$ cat src/shared/uirq_defines.vh
// Constants for the USB OUT endpoint and bus event interrupt flag block
// Functional notes
// [RULE_01] OUT flag register holds endpoint 3,2,1 pending flags at bits 3,2,1.
// [RULE_02] OUT flags read 1 when active, 0 when inactive; register read-only.
// [RULE_03] Reading the OUT flag register returns flags then clears them all.
// [RULE_04] Bus event register sets start-of-frame flag at bit 3 on frame token.
// [RULE_05] Start-of-frame flag also set when frame expected, token lost or corrupt.
// [RULE_06] Bus reset flag at bit 2 set when reset signaling detected.
// [RULE_07] Resume flag at bit 1 set only on resume while suspended.
// [RULE_08] Reading bus event register clears its four flags after returning them.
// [RULE_09] Suspend flag at bit 0 set on suspend only while detection enabled.
// [RULE_10] Unused bits read zero; writes have no effect.
// [RULE_11] Single interrupt request asserted while any pending flag is one. Code ORs only flags enabled in the mask registers.
// [RULE_12] Reading one flag register clears only that register's flags.
`ifndef UIRQ_DEFINES_VH
`define UIRQ_DEFINES_VH

// ----------------------------------------
// Register indices; byte address is the index times four
// ----------------------------------------
`define UIRQ_IDX_OUT_FLAGS 6'h04
`define UIRQ_IDX_BUS_FLAGS 6'h06
`define UIRQ_IDX_OUT_MASK 6'h09
`define UIRQ_IDX_BUS_MASK 6'h0B
`define UIRQ_IDX_CTRL 6'h10
`define UIRQ_IDX_FRAME_TIMER 6'h11

// ----------------------------------------
// Field positions
// ----------------------------------------
`define UIRQ_BIT_OUT_EP1_PENDING 1
`define UIRQ_BIT_OUT_EP2_PENDING 2
`define UIRQ_BIT_OUT_EP3_PENDING 3
`define UIRQ_BIT_SOF 3
`define UIRQ_BIT_RST 2
`define UIRQ_BIT_RSU 1
`define UIRQ_BIT_SUS 0
`define UIRQ_BIT_SUSPEND_DETECT_ENABLE 0

// ----------------------------------------
// Reset values
// ----------------------------------------
`define UIRQ_RST_FLAGS 8'h00
`define UIRQ_RST_OUT_MASK 8'h0E
`define UIRQ_RST_BUS_MASK 8'h06
`define UIRQ_RST_CTRL 8'h01
`define UIRQ_OUT_VALID 8'h0E
`define UIRQ_BUS_VALID 8'h0F

// ----------------------------------------
// Frame timing: 1 ms frame, 125 MHz clock, 8 ns period
// ----------------------------------------
`define UIRQ_FRAME_NS 1000000
`define UIRQ_CLK_NS 8
`define UIRQ_FRAME_CYC (`UIRQ_FRAME_NS / `UIRQ_CLK_NS)
`define UIRQ_SOF_SLACK_CYC 16'h0040

`endif

$ cat src/rtl/uirq_top.v
// APB-facing OUT endpoint and bus event interrupt flag block
`timescale 1ns/1ps
`include "uirq_defines.vh"
module uirq_top (
	// Clock and reset
	input wire clock_i,
	input wire arst_n_i,
	// APB slave
	input wire psel_i,
	input wire penable_i,
	input wire pwrite_i,
	input wire [7:0] paddr_i,
	input wire [31:0] pwdata_i,
	output wire pready_o,
	output reg [31:0] prdata_o,
	output wire pslverr_o,
	// Endpoint and bus events, one-cycle pulses; suspend_mode_i is a level
	input wire out_ep1_evt_i,
	input wire out_ep2_evt_i,
	input wire out_ep3_evt_i,
	input wire sof_token_i,
	input wire bus_reset_evt_i,
	input wire resume_evt_i,
	input wire suspend_evt_i,
	input wire suspend_mode_i,
	// Interrupt
	output wire irq_o
);
	// ----------------------------------------
	// Bus decode
	// ----------------------------------------
	reg [7:0] out_mask_r;
	reg [7:0] bus_mask_r;
	reg [7:0] ctrl_r;
	wire [7:0] out_flags;
	wire [7:0] bus_flags;
	wire [7:0] out_set;
	wire [7:0] bus_set;
	wire [7:0] out_keep;
	wire [7:0] bus_keep;
	wire access;
	wire wr;
	wire rd;
	wire sof_evt;
	wire suspend_detect_enable;
	wire hit_out;
	wire hit_bus;
	wire hit_omask;
	wire hit_bmask;
	wire hit_ctrl;
	wire mapped;

	function is_reg;
		input [7:0] addr;
		input [5:0] idx;
		begin
			is_reg = (addr == {idx, 2'b00});
		end
	endfunction

	assign access = psel_i & penable_i;
	assign wr = access & pwrite_i;
	assign rd = access & ~pwrite_i;
	assign hit_out = is_reg(paddr_i, `UIRQ_IDX_OUT_FLAGS);
	assign hit_bus = is_reg(paddr_i, `UIRQ_IDX_BUS_FLAGS);
	assign hit_omask = is_reg(paddr_i, `UIRQ_IDX_OUT_MASK);
	assign hit_bmask = is_reg(paddr_i, `UIRQ_IDX_BUS_MASK);
	assign hit_ctrl = is_reg(paddr_i, `UIRQ_IDX_CTRL);
	assign mapped = hit_out | hit_bus | hit_omask | hit_bmask | hit_ctrl;
	// Zero wait states
	assign pready_o = 1'b1;
	// Writes to read-only flag registers are ignored, not errors
	assign pslverr_o = access & ~mapped;
	assign suspend_detect_enable = ctrl_r[`UIRQ_BIT_SUSPEND_DETECT_ENABLE];

	// ----------------------------------------
	// Event mapping
	// ----------------------------------------
	assign out_set = {4'h0, out_ep3_evt_i, out_ep2_evt_i, out_ep1_evt_i, 1'b0}; // see [RULE_01]
	assign bus_set = {4'h0,
		sof_evt, // see [RULE_04]
		bus_reset_evt_i, // see [RULE_06]
		resume_evt_i & suspend_mode_i, // see [RULE_07]
		suspend_evt_i & suspend_detect_enable}; // see [RULE_09]

	// Flags raised after the setup capture were not returned, so the clear must spare them
	assign out_keep = out_flags & ~prdata_o[7:0];
	assign bus_keep = bus_flags & ~prdata_o[7:0];

	uirq_sof_synth u_sof (
		.clock_i(clock_i),
		.arst_n_i(arst_n_i),
		.sof_token_i(sof_token_i),
		.enable_i(~suspend_mode_i),
		.sof_evt_o(sof_evt)
	);

	// Read clears only the register addressed
	uirq_flag_reg u_out_flags (
		.clock_i(clock_i),
		.arst_n_i(arst_n_i),
		.set_i(out_set | out_keep),
		.valid_i(`UIRQ_OUT_VALID),
		.rd_clr_i(rd & hit_out), // see [RULE_03]
		.flags_o(out_flags)
	);

	uirq_flag_reg u_bus_flags (
		.clock_i(clock_i),
		.arst_n_i(arst_n_i),
		.set_i(bus_set | bus_keep),
		.valid_i(`UIRQ_BUS_VALID),
		.rd_clr_i(rd & hit_bus), // see [RULE_08]
		.flags_o(bus_flags)
	);

	// ----------------------------------------
	// Writable registers
	// ----------------------------------------
	always @(posedge clock_i or negedge arst_n_i) begin
		if (!arst_n_i) begin
			out_mask_r <= `UIRQ_RST_OUT_MASK;
			bus_mask_r <= `UIRQ_RST_BUS_MASK;
			ctrl_r <= `UIRQ_RST_CTRL;
		end else if (wr) begin
			if (hit_omask) begin
				out_mask_r <= pwdata_i[7:0] & `UIRQ_OUT_VALID;
			end else if (hit_bmask) begin
				bus_mask_r <= pwdata_i[7:0] & `UIRQ_BUS_VALID;
			end else if (hit_ctrl) begin
				ctrl_r <= pwdata_i[7:0] & 8'h01;
			end
		end
	end

	// ----------------------------------------
	// Read data, registered at the setup edge
	// ----------------------------------------
	always @(posedge clock_i or negedge arst_n_i) begin
		if (!arst_n_i) begin
			prdata_o <= 32'h00000000;
		end else if (psel_i & ~penable_i & ~pwrite_i) begin
			// Captured in setup so the access phase returns the pre-clear value
			if (hit_out) begin
				prdata_o <= {24'h000000, out_flags}; // see [RULE_02]
			end else if (hit_bus) begin
				prdata_o <= {24'h000000, bus_flags};
			end else if (hit_omask) begin
				prdata_o <= {24'h000000, out_mask_r};
			end else if (hit_bmask) begin
				prdata_o <= {24'h000000, bus_mask_r};
			end else if (hit_ctrl) begin
				prdata_o <= {24'h000000, ctrl_r};
			end else begin
				prdata_o <= 32'h00000000;
			end
		end
	end

	// ----------------------------------------
	// Interrupt output
	// ----------------------------------------
	assign irq_o = |((out_flags & out_mask_r) | (bus_flags & bus_mask_r)); // see [RULE_11]
endmodule

$ cat src/rtl/uirq_sof_synth.v
// Start-of-frame synthesizer: fires on a token or when one is overdue
`timescale 1ns/1ps
`include "uirq_defines.vh"
module uirq_sof_synth #(
	parameter FRAME_CYC = `UIRQ_FRAME_CYC
) (
	// Clock and reset
	input wire clock_i,
	input wire arst_n_i,
	// Frame events
	input wire sof_token_i,
	input wire enable_i,
	// Event
	output wire sof_evt_o
);
	localparam [31:0] LIMIT_W = FRAME_CYC + `UIRQ_SOF_SLACK_CYC;
	localparam [16:0] LIMIT = LIMIT_W[16:0];

	reg [16:0] cnt_r;
	reg [16:0] cnt_nxt;
	wire missed;

	// Missed frames are only synthesized after the first real token, so no frame is faked at power up
	reg seen_r;

	assign missed = seen_r && enable_i && (cnt_r == LIMIT - 17'h00001);
	assign sof_evt_o = sof_token_i | missed; // see [RULE_05]

	always @* begin
		if (sof_evt_o || !enable_i) begin
			cnt_nxt = 17'h00000;
		end else begin
			cnt_nxt = cnt_r + 17'h00001;
		end
	end

	always @(posedge clock_i or negedge arst_n_i) begin
		if (!arst_n_i) begin
			cnt_r <= 17'h00000;
			seen_r <= 1'b0;
		end else begin
			cnt_r <= cnt_nxt;
			if (!enable_i) begin
				seen_r <= 1'b0;
			end else if (sof_token_i) begin
				seen_r <= 1'b1;
			end
		end
	end
endmodule

$ cat src/rtl/uirq_flag_reg.v
// Sticky flag register: set wins over clear-on-read
`timescale 1ns/1ps
`include "uirq_defines.vh"
module uirq_flag_reg (
	// Clock and reset
	input wire clock_i,
	input wire arst_n_i,
	// Events and clear
	input wire [7:0] set_i,
	input wire [7:0] valid_i,
	input wire rd_clr_i,
	// Flags
	output reg [7:0] flags_o
);
	always @(posedge clock_i or negedge arst_n_i) begin
		if (!arst_n_i) begin
			flags_o <= `UIRQ_RST_FLAGS;
		end else if (rd_clr_i) begin
			// Event in the clearing cycle survives the read
			flags_o <= set_i & valid_i; // see [RULE_12]
		end else begin
			flags_o <= (flags_o | set_i) & valid_i; // see [RULE_10]
		end
	end
endmodule

$ cat config.mk
export PLATFORM = sky130hd
export DESIGN_NAME = uirq_top
export DESIGN_NICKNAME = d
export VERILOG_FILES = /design/src/rtl/uirq_top.v /design/src/rtl/uirq_sof_synth.v /design/src/rtl/uirq_flag_reg.v
export VERILOG_INCLUDE_DIRS = /design/src /design/src/shared
export SDC_FILE = /design/constraint.sdc
export NUM_CORES = 1
export LEC_CHECK = 0
export ABC_AREA = 1
export BUFFER_PORTS_ARGS = -buffer_cell sky130_fd_sc_hd__buf_2
export CORE_ASPECT_RATIO = 0.8
export CORE_MARGIN = 2
export CORE_UTILIZATION = 40
export DETAILED_ROUTE_END_ITERATION = 6
export PLACE_DENSITY_LB_ADDON = 0.15
export SETUP_SLACK_MARGIN = 0.4
export SLEW_MARGIN = 20
export SYNTH_ARGS = -nofsm -noshare
export SYNTH_HDL_FRONTEND = slang
export SYNTH_SLANG_ARGS = --single-unit
export TNS_END_PERCENT = 100
$ cat constraint.sdc
create_clock -name clock_i -period 1.3 [get_ports clock_i]
set_input_delay 0.26 -clock clock_i [delete_from_list [all_inputs] [get_ports clock_i]]
set_output_delay 0.26 -clock clock_i [all_outputs]
set_load 0.03 [all_outputs]
==> results of run 1 <==
synth_stat cells:
master     n
a21oi_1    5
and2_0     1
and2_1     1
and3_1     1
and3_2     1
buf_12     1
buf_4     29
conb_1     2
dfrtp_1   31
dfstp_2    6
ha_1       1
inv_1     42
inv_2      1
nand2_1   73
nand2_2    4
nand3_1   25
nand3_2    2
nand3_4    1
nand3b_1   1
nand4_1    1
nor2_1    41
nor2_2    16
nor2_4     2
nor3_2     3
nor3_4     1
o211ai_1   1
o21a_1     1
o21ai_0   22
xnor2_1    1
xor2_1     8
final cells by class:
type | instances | area (µm²) | area share [%]
clock buffer | 8 | 90.1 | 2.50
tap | 81 | 101 | 2.82
inverter | 43 | 196 | 5.46
timing repair buffer | 80 | 741 | 20.6
sequential | 37 | 933 | 25.9
multi-input combinational | 242 | 1540 | 42.7
stage by stage:
stage / TNS (ns) / hold slack (ns) / cells / cell area [µm²]
6_report: -1.18 / -0.115 / 491 / 3600
5_1_grt: -2.61 / -0.101 / 491 / 3600
4_1_cts: -1.03 / -0.107 / 487 / 3420
3_5_place_dp: -0.454 / 0.195 / 462 / 2900
3_3_place_gp: -0.288 / 0.190 / 462 / 2900
2_1_floorplan: -0.0152 / -0.0356 / 352 / 2650
state kept, by name, summed over array words and instances, names as in the netlist:
register,count
bus_mask_r,4
ctrl_r,1
out_mask_r,3
prdata_o,4
u_bus_flags.flags_o,4
u_out_flags.flags_o,3
u_sof.cnt_r,17
u_sof.seen_r,1
cells by family after synthesis:
family / Yosys count / synth area share, %
flops: 37 / 38.8
simple gates: 174 / 34.3
other cells: 2 / 0.312
xor+xnor: 9 / 3.28
compound gates: 29 / 6.24
fa+ha+maj: 1 / 0.520
buf+inv: 73 / 16.6
layer usage:
metal  vias to the layer above  track usage (%)  routed length (µm)
li1                       1121                -                   -
met1                      1011             29.1                3080
met2                        71             26.5                2470
met3                         4             4.31                 341
met4                         0             3.08                  45
met5                         -                0                   0
worst register-to-register path, stage by stage (launching register included):
cell and delay (ns):
dfrtp_1 0.40, ha_4 0.17, nand2_4 0.05, inv_2 0.06
nand3_2 0.07, nor2_2 0.10, nand2_2 0.08, nand3_4 0.11
buf_6 0.12, buf_8 0.12, nor2_2 0.04
final timing paths:
check	startpoint	to
max	out_mask_r[1]	irq_o
min	arst_n_i	u_out_flags.flags_o[3]
max reg2reg	u_sof.cnt_r[1]	u_sof.cnt_r[7]
min reg2reg	out_mask_r[2]	out_mask_r[2]
max in group asynchronous	arst_n_i	bus_mask_r[2]
min in group clock_i	bus_reset_evt_i	u_bus_flags.flags_o[2]
power by group:
part,internal (µW),switching [µW]
Sequential,1180,20.7
Combinational,198,341
Clock,432,383
what timing repair did:
action                     4_1_cts  5_1_grt
hold endpoints to repair        13       13
pin swaps                       43       19
resized for setup               83       41
cloned                           1        0
setup endpoints to repair       42       42
setup buffers                   16        4
==> impl_metrics.csv, run 1 <==
group,metric,value,unit
outcome,outcome,"finished, violations left",
outcome,violations,"negative hold slack, negative setup slack",
run,max-cap-violations,0,
power_and_ir_drop,p_leak,0.00164,µW
power_and_ir_drop,ir_drop,0.790,mV
setup_path,end_kind,"output pin",
route,dr_total_vias,2207,
setup_path,slowest_delay,0.54,ns
clock_tree,cts_buffers,5,
global_routing,grtUsageTotal,18.6,%
synthesis,synth_top_area_share,32.2,%
placement,dp_slack,-0.129,ns
placement,portBuffers,30,
cells_and_area,final_cell_mix,"nand2_1, dfrtp_1, inv_1",
timing,hold_ws,-0.115,ns
timing,setup_violations,18,
floorplanning,core,0.00585,mm²
timing,fin_crit,1.58,ns
route,routed_via_density,4.49,
synthesis,synth-warning-count,0,
power_and_ir_drop,power.density,710,mW/mm²
synthesis,yosysTopAreaCell,"dfrtp_1",
setup_path,cp_max_fo,2,
timing,fin_crit_sh,121,%
cells_and_area,layout.nets,463,
timing,slew_viol_final,0,
floorplanning,die_x,90.7,µm
synthesis,synth_cell_types,30,
clock_tree,cts_htree_levels,2,
floorplanning,rows,25,
global_routing,antenna_found_initial,0,
min_path,hold_class,"in -> async",
setup_path,cp_data_arrival_time,1.32,ns
setup_path,crit_path_start_kind,"register",
global_routing,grt_pass1_wl,9.80,mm
floorplanning,die_h,73.4,µm
setup_path,path_cells,"inv_2 > o21ai_1 > a21oi_1 > o211ai_1 > buf_4",
clock_tree,clock_sinks,37,
clock_tree,cts_root_buf,"clkbuf_8",
setup_path,r2r_slack,-0.11,ns
cells_and_area,layout_commonest_cell,"nand2_1",
route,drt_iter0_drc,103,
synthesis,synthCells,325,
route,firstDrtPassIters,4,
global_routing,grt.overflow.total,0,
cells_and_area,n_antenna_cell,0,
synthesis,ys_seq_elements,37,
cells_and_area,final_util,61.5,%
clock_tree,cts_tree,"built",
setup_path,cp_slowest_cell,"dfstp_2",
clock_tree,cts_buffer_depth,2,
synthesis,syn_area_per_cell,7.40,µm²
placement,hpwl,4.26,mm
floorplanning,initial_core_util,41.1,%
placement,gp_congestion,0.858,
cells_and_area,drive_gt1_share,46.1,%
synthesis,netlist_top_cells_area,"dfrtp_1, nand2_1, buf_4",
cells_and_area,area_growth,49.5,%
clock_tree,clk_pin_slew_worst_paths,0.07,ns
global_routing,grt_start_max_net_pins,25,
floorplanning,dieArea,0.00666,mm²
setup_path,crit_family,"flip-flops",
power_and_ir_drop,power.total,2550,µW
setup_path,worstSetupPathDepth,5,
route,routedWlPerCell,12.1,µm
floorplanning,io_pins,88,
route,drc,0,
timing,finalHoldViolCount,13,
global_routing,grt_pass1_vias,2004,
route,routed_wl,5.94,mm
setup_path,cp.required,1.04,ns
synthesis,syn_area,0.00241,mm²
setup_path,reg2reg_depth,10,
timing,setup_slack,-0.276,ns
cells_and_area,nFillCells,503,
setup_path,critPathKind,"reg -> out",
timing,finClkSkew,0.00818,ns
clock_tree,clkLatencyLatePin,0.28,ns
synthesis,seq_area_frac_synth,38.8,%
timing,fmax,635,MHz
setup_path,crit_buf_inv,2,
timing,rsz0062_at_grt,"yes",
route,antenna_left,0,
Power figures use the tool's default switching activity.
==> inputs of run 2 (changes only) <==
--- a/config.mk
+++ b/config.mk
@@ -7,7 +7,7 @@
 export NUM_CORES = 1
 export LEC_CHECK = 0
 export ABC_AREA = 1
-export BUFFER_PORTS_ARGS = -buffer_cell sky130_fd_sc_hd__buf_2
+export BUFFER_PORTS_ARGS = -buffer_cell sky130_fd_sc_hd__buf_4
 export CORE_ASPECT_RATIO = 0.8
 export CORE_MARGIN = 2
 export CORE_UTILIZATION = 40
@@ -18,4 +18,3 @@
 export SYNTH_ARGS = -nofsm -noshare
 export SYNTH_HDL_FRONTEND = slang
 export SYNTH_SLANG_ARGS = --single-unit
-export TNS_END_PERCENT = 100
==> impl_metrics.csv, run 2 (synthesis gave the netlist of run 1 again) <==
group,metric,value,unit
setup_path,end_kind,"output pin",
route,routed_via_density,4.48,
power_and_ir_drop,power.density,724,mW/mm²
cells_and_area,final_cell_mix,"nand2_1, buf_4, dfrtp_1",
min_path,hold_class,"in -> reg",
setup_path,path_cells,"inv_2 > o21ai_1 > a21oi_1 > o211ai_1 > buf_4",
timing,slew_viol_final,0,
cells_and_area,final_util,60.2,%
outcome,outcome,"finished, violations left",
power_and_ir_drop,p_leak,0.00158,µW
route,routed_wl,5.70,mm
global_routing,grt_pass1_vias,1896,
placement,portBuffers,30,
clock_tree,clk_pin_slew_worst_paths,0.07,ns
setup_path,r2r-start,"u_sof.cnt_r[0]",
floorplanning,initial_core_util,41.1,%
timing,finalHoldViolCount,0,
cells_and_area,design_area,0.00352,mm²
route,firstDrtPassIters,4,
route,dr_total_vias,2162,
setup_path,critPathLaunch,"out_mask_r[1]",
cells_and_area,n_antenna_cell,0,
placement,dp.cells,461,
clock_tree,cts_buffers,5,
floorplanning,io_pins,88,
global_routing,grt_start_max_net_pins,38,
placement,dp_slack,-0.104,ns
floorplanning,rows,25,
timing,setup_violations,18,
outcome,violations,"negative setup slack",
placement,gp_congestion,0.841,
timing,fin_setup_tns,-0.719,ns
placement,hpwl,4.20,mm
run,max-cap-violations,0,
timing,rsz0062_at_grt,"yes",
setup_path,cp.required,1.04,ns
setup_path,slowest_delay,0.53,ns
cells_and_area,drive_gt1_share,45.8,%
setup_path,cp_max_fo,2,
min_path,hold_start,"suspend_mode_i",
global_routing,antenna_found_initial,0,
clock_tree,clkLatencyLatePin,0.29,ns
timing,fmax,618,MHz
route,drt_iter0_drc,72,
cells_and_area,layout.nets,455,
global_routing,grt_pass1_wl,9.39,mm
setup_path,crit_path_start_kind,"register",
clock_tree,clock_sinks,37,
floorplanning,die_x,90.7,µm
cells_and_area,nFillCells,533,
timing,fin_crit,1.62,ns
power_and_ir_drop,ir_drop,0.366,mV
timing,setup_slack,-0.318,ns
setup_path,reg2reg_depth,9,
cells_and_area,layout_commonest_cell,"nand2_1",
timing,fin_crit_sh,124,%
setup_path,cp_slowest_cell,"dfstp_2",
route,drc,0,
min_path,holdPathStages,2,
floorplanning,dieArea,0.00666,mm²
cells_and_area,largest_reg_flops,17,
placement,post_dp_cell_area,0.00295,mm²
clock_tree,cts_htree_levels,2,
global_routing,grtUsageTotal,17.8,%
setup_path,critPathKind,"reg -> out",
clock_tree,cts_root_buf,"clkbuf_8",
setup_path,cp_data_arrival_time,1.36,ns
cells_and_area,top_register,"u_sof.cnt_r",
clock_tree,cts_tree,"built",
global_routing,grt.overflow.total,0,
route,antenna_left,0,
floorplanning,die_h,73.4,µm
cells_and_area,instances_no_fill,483,
cells_and_area,area_growth,46.3,%
floorplanning,core,0.00585,mm²
route,routedWlPerCell,11.8,µm
timing,finClkSkew,0.00881,ns
clock_tree,cts_buffer_depth,2,
[run 2: stage by stage]
| stage | power [µW] | hold slack (ns) |
|---|---|---|
| global placement | 1650 | 0.250 |
| detailed placement | 1660 | 0.258 |
| global route | 2660 | 0.165 |
| CTS | 2530 | 0.162 |
| finish | 2550 | 0.167 |
| floorplan | 1550 | -0.0356 |
[run 2: final cells by class]
cell class / instances / area, µm² / share of cell area [%]
multi-input combinational: 242 / 1530 / 43.4
sequential: 37 / 935 / 26.6
timing repair buffer: 72 / 668 / 19.0
tap: 81 / 101 / 2.88
clock buffer: 8 / 90.1 / 2.56
inverter: 43 / 199 / 5.65
[run 2: timing repair]
item	in CTS	in global routing
setup buffers	7	6
endpoints found under the hold margin	31	0
endpoints found under the setup margin	38	66
hold buffers	1	0
pin swaps	16	22
resized for setup	56	56
[run 2: routing by layer]
layer / up-vias / global-route usage (%) / routed length (µm)
li1: 1103 / - / -
met1: 995 / 28.1 / 2990
met4: 0 / 3.59 / 33
met3: 5 / 4.72 / 355
met5: - / 0 / 0
met2: 59 / 24.0 / 2320
[run 2: power breakdown]
part / switching (µW) / internal [µW]
sequential: 18.2 / 1180
combinational: 337 / 188
clock: 393 / 433
[run 2: critical path, delay by kind of cell (launching register included)]
kind / cells / cell delay, ns
compound gates: 3 / 0.30
flops: 1 / 0.53
buf+inv: 2 / 0.25
[run 2: final timing paths]
path / slack, ns / endpoint
max: -0.32 / irq_o
min in group asynchronous: 0.43 / u_out_flags.flags_o[1]
min reg2reg: 0.50 / out_mask_r[2]
max reg2reg: -0.04 / u_sof.cnt_r[4]
max in group asynchronous: 0.54 / out_mask_r[3]
min: 0.17 / u_sof.seen_r
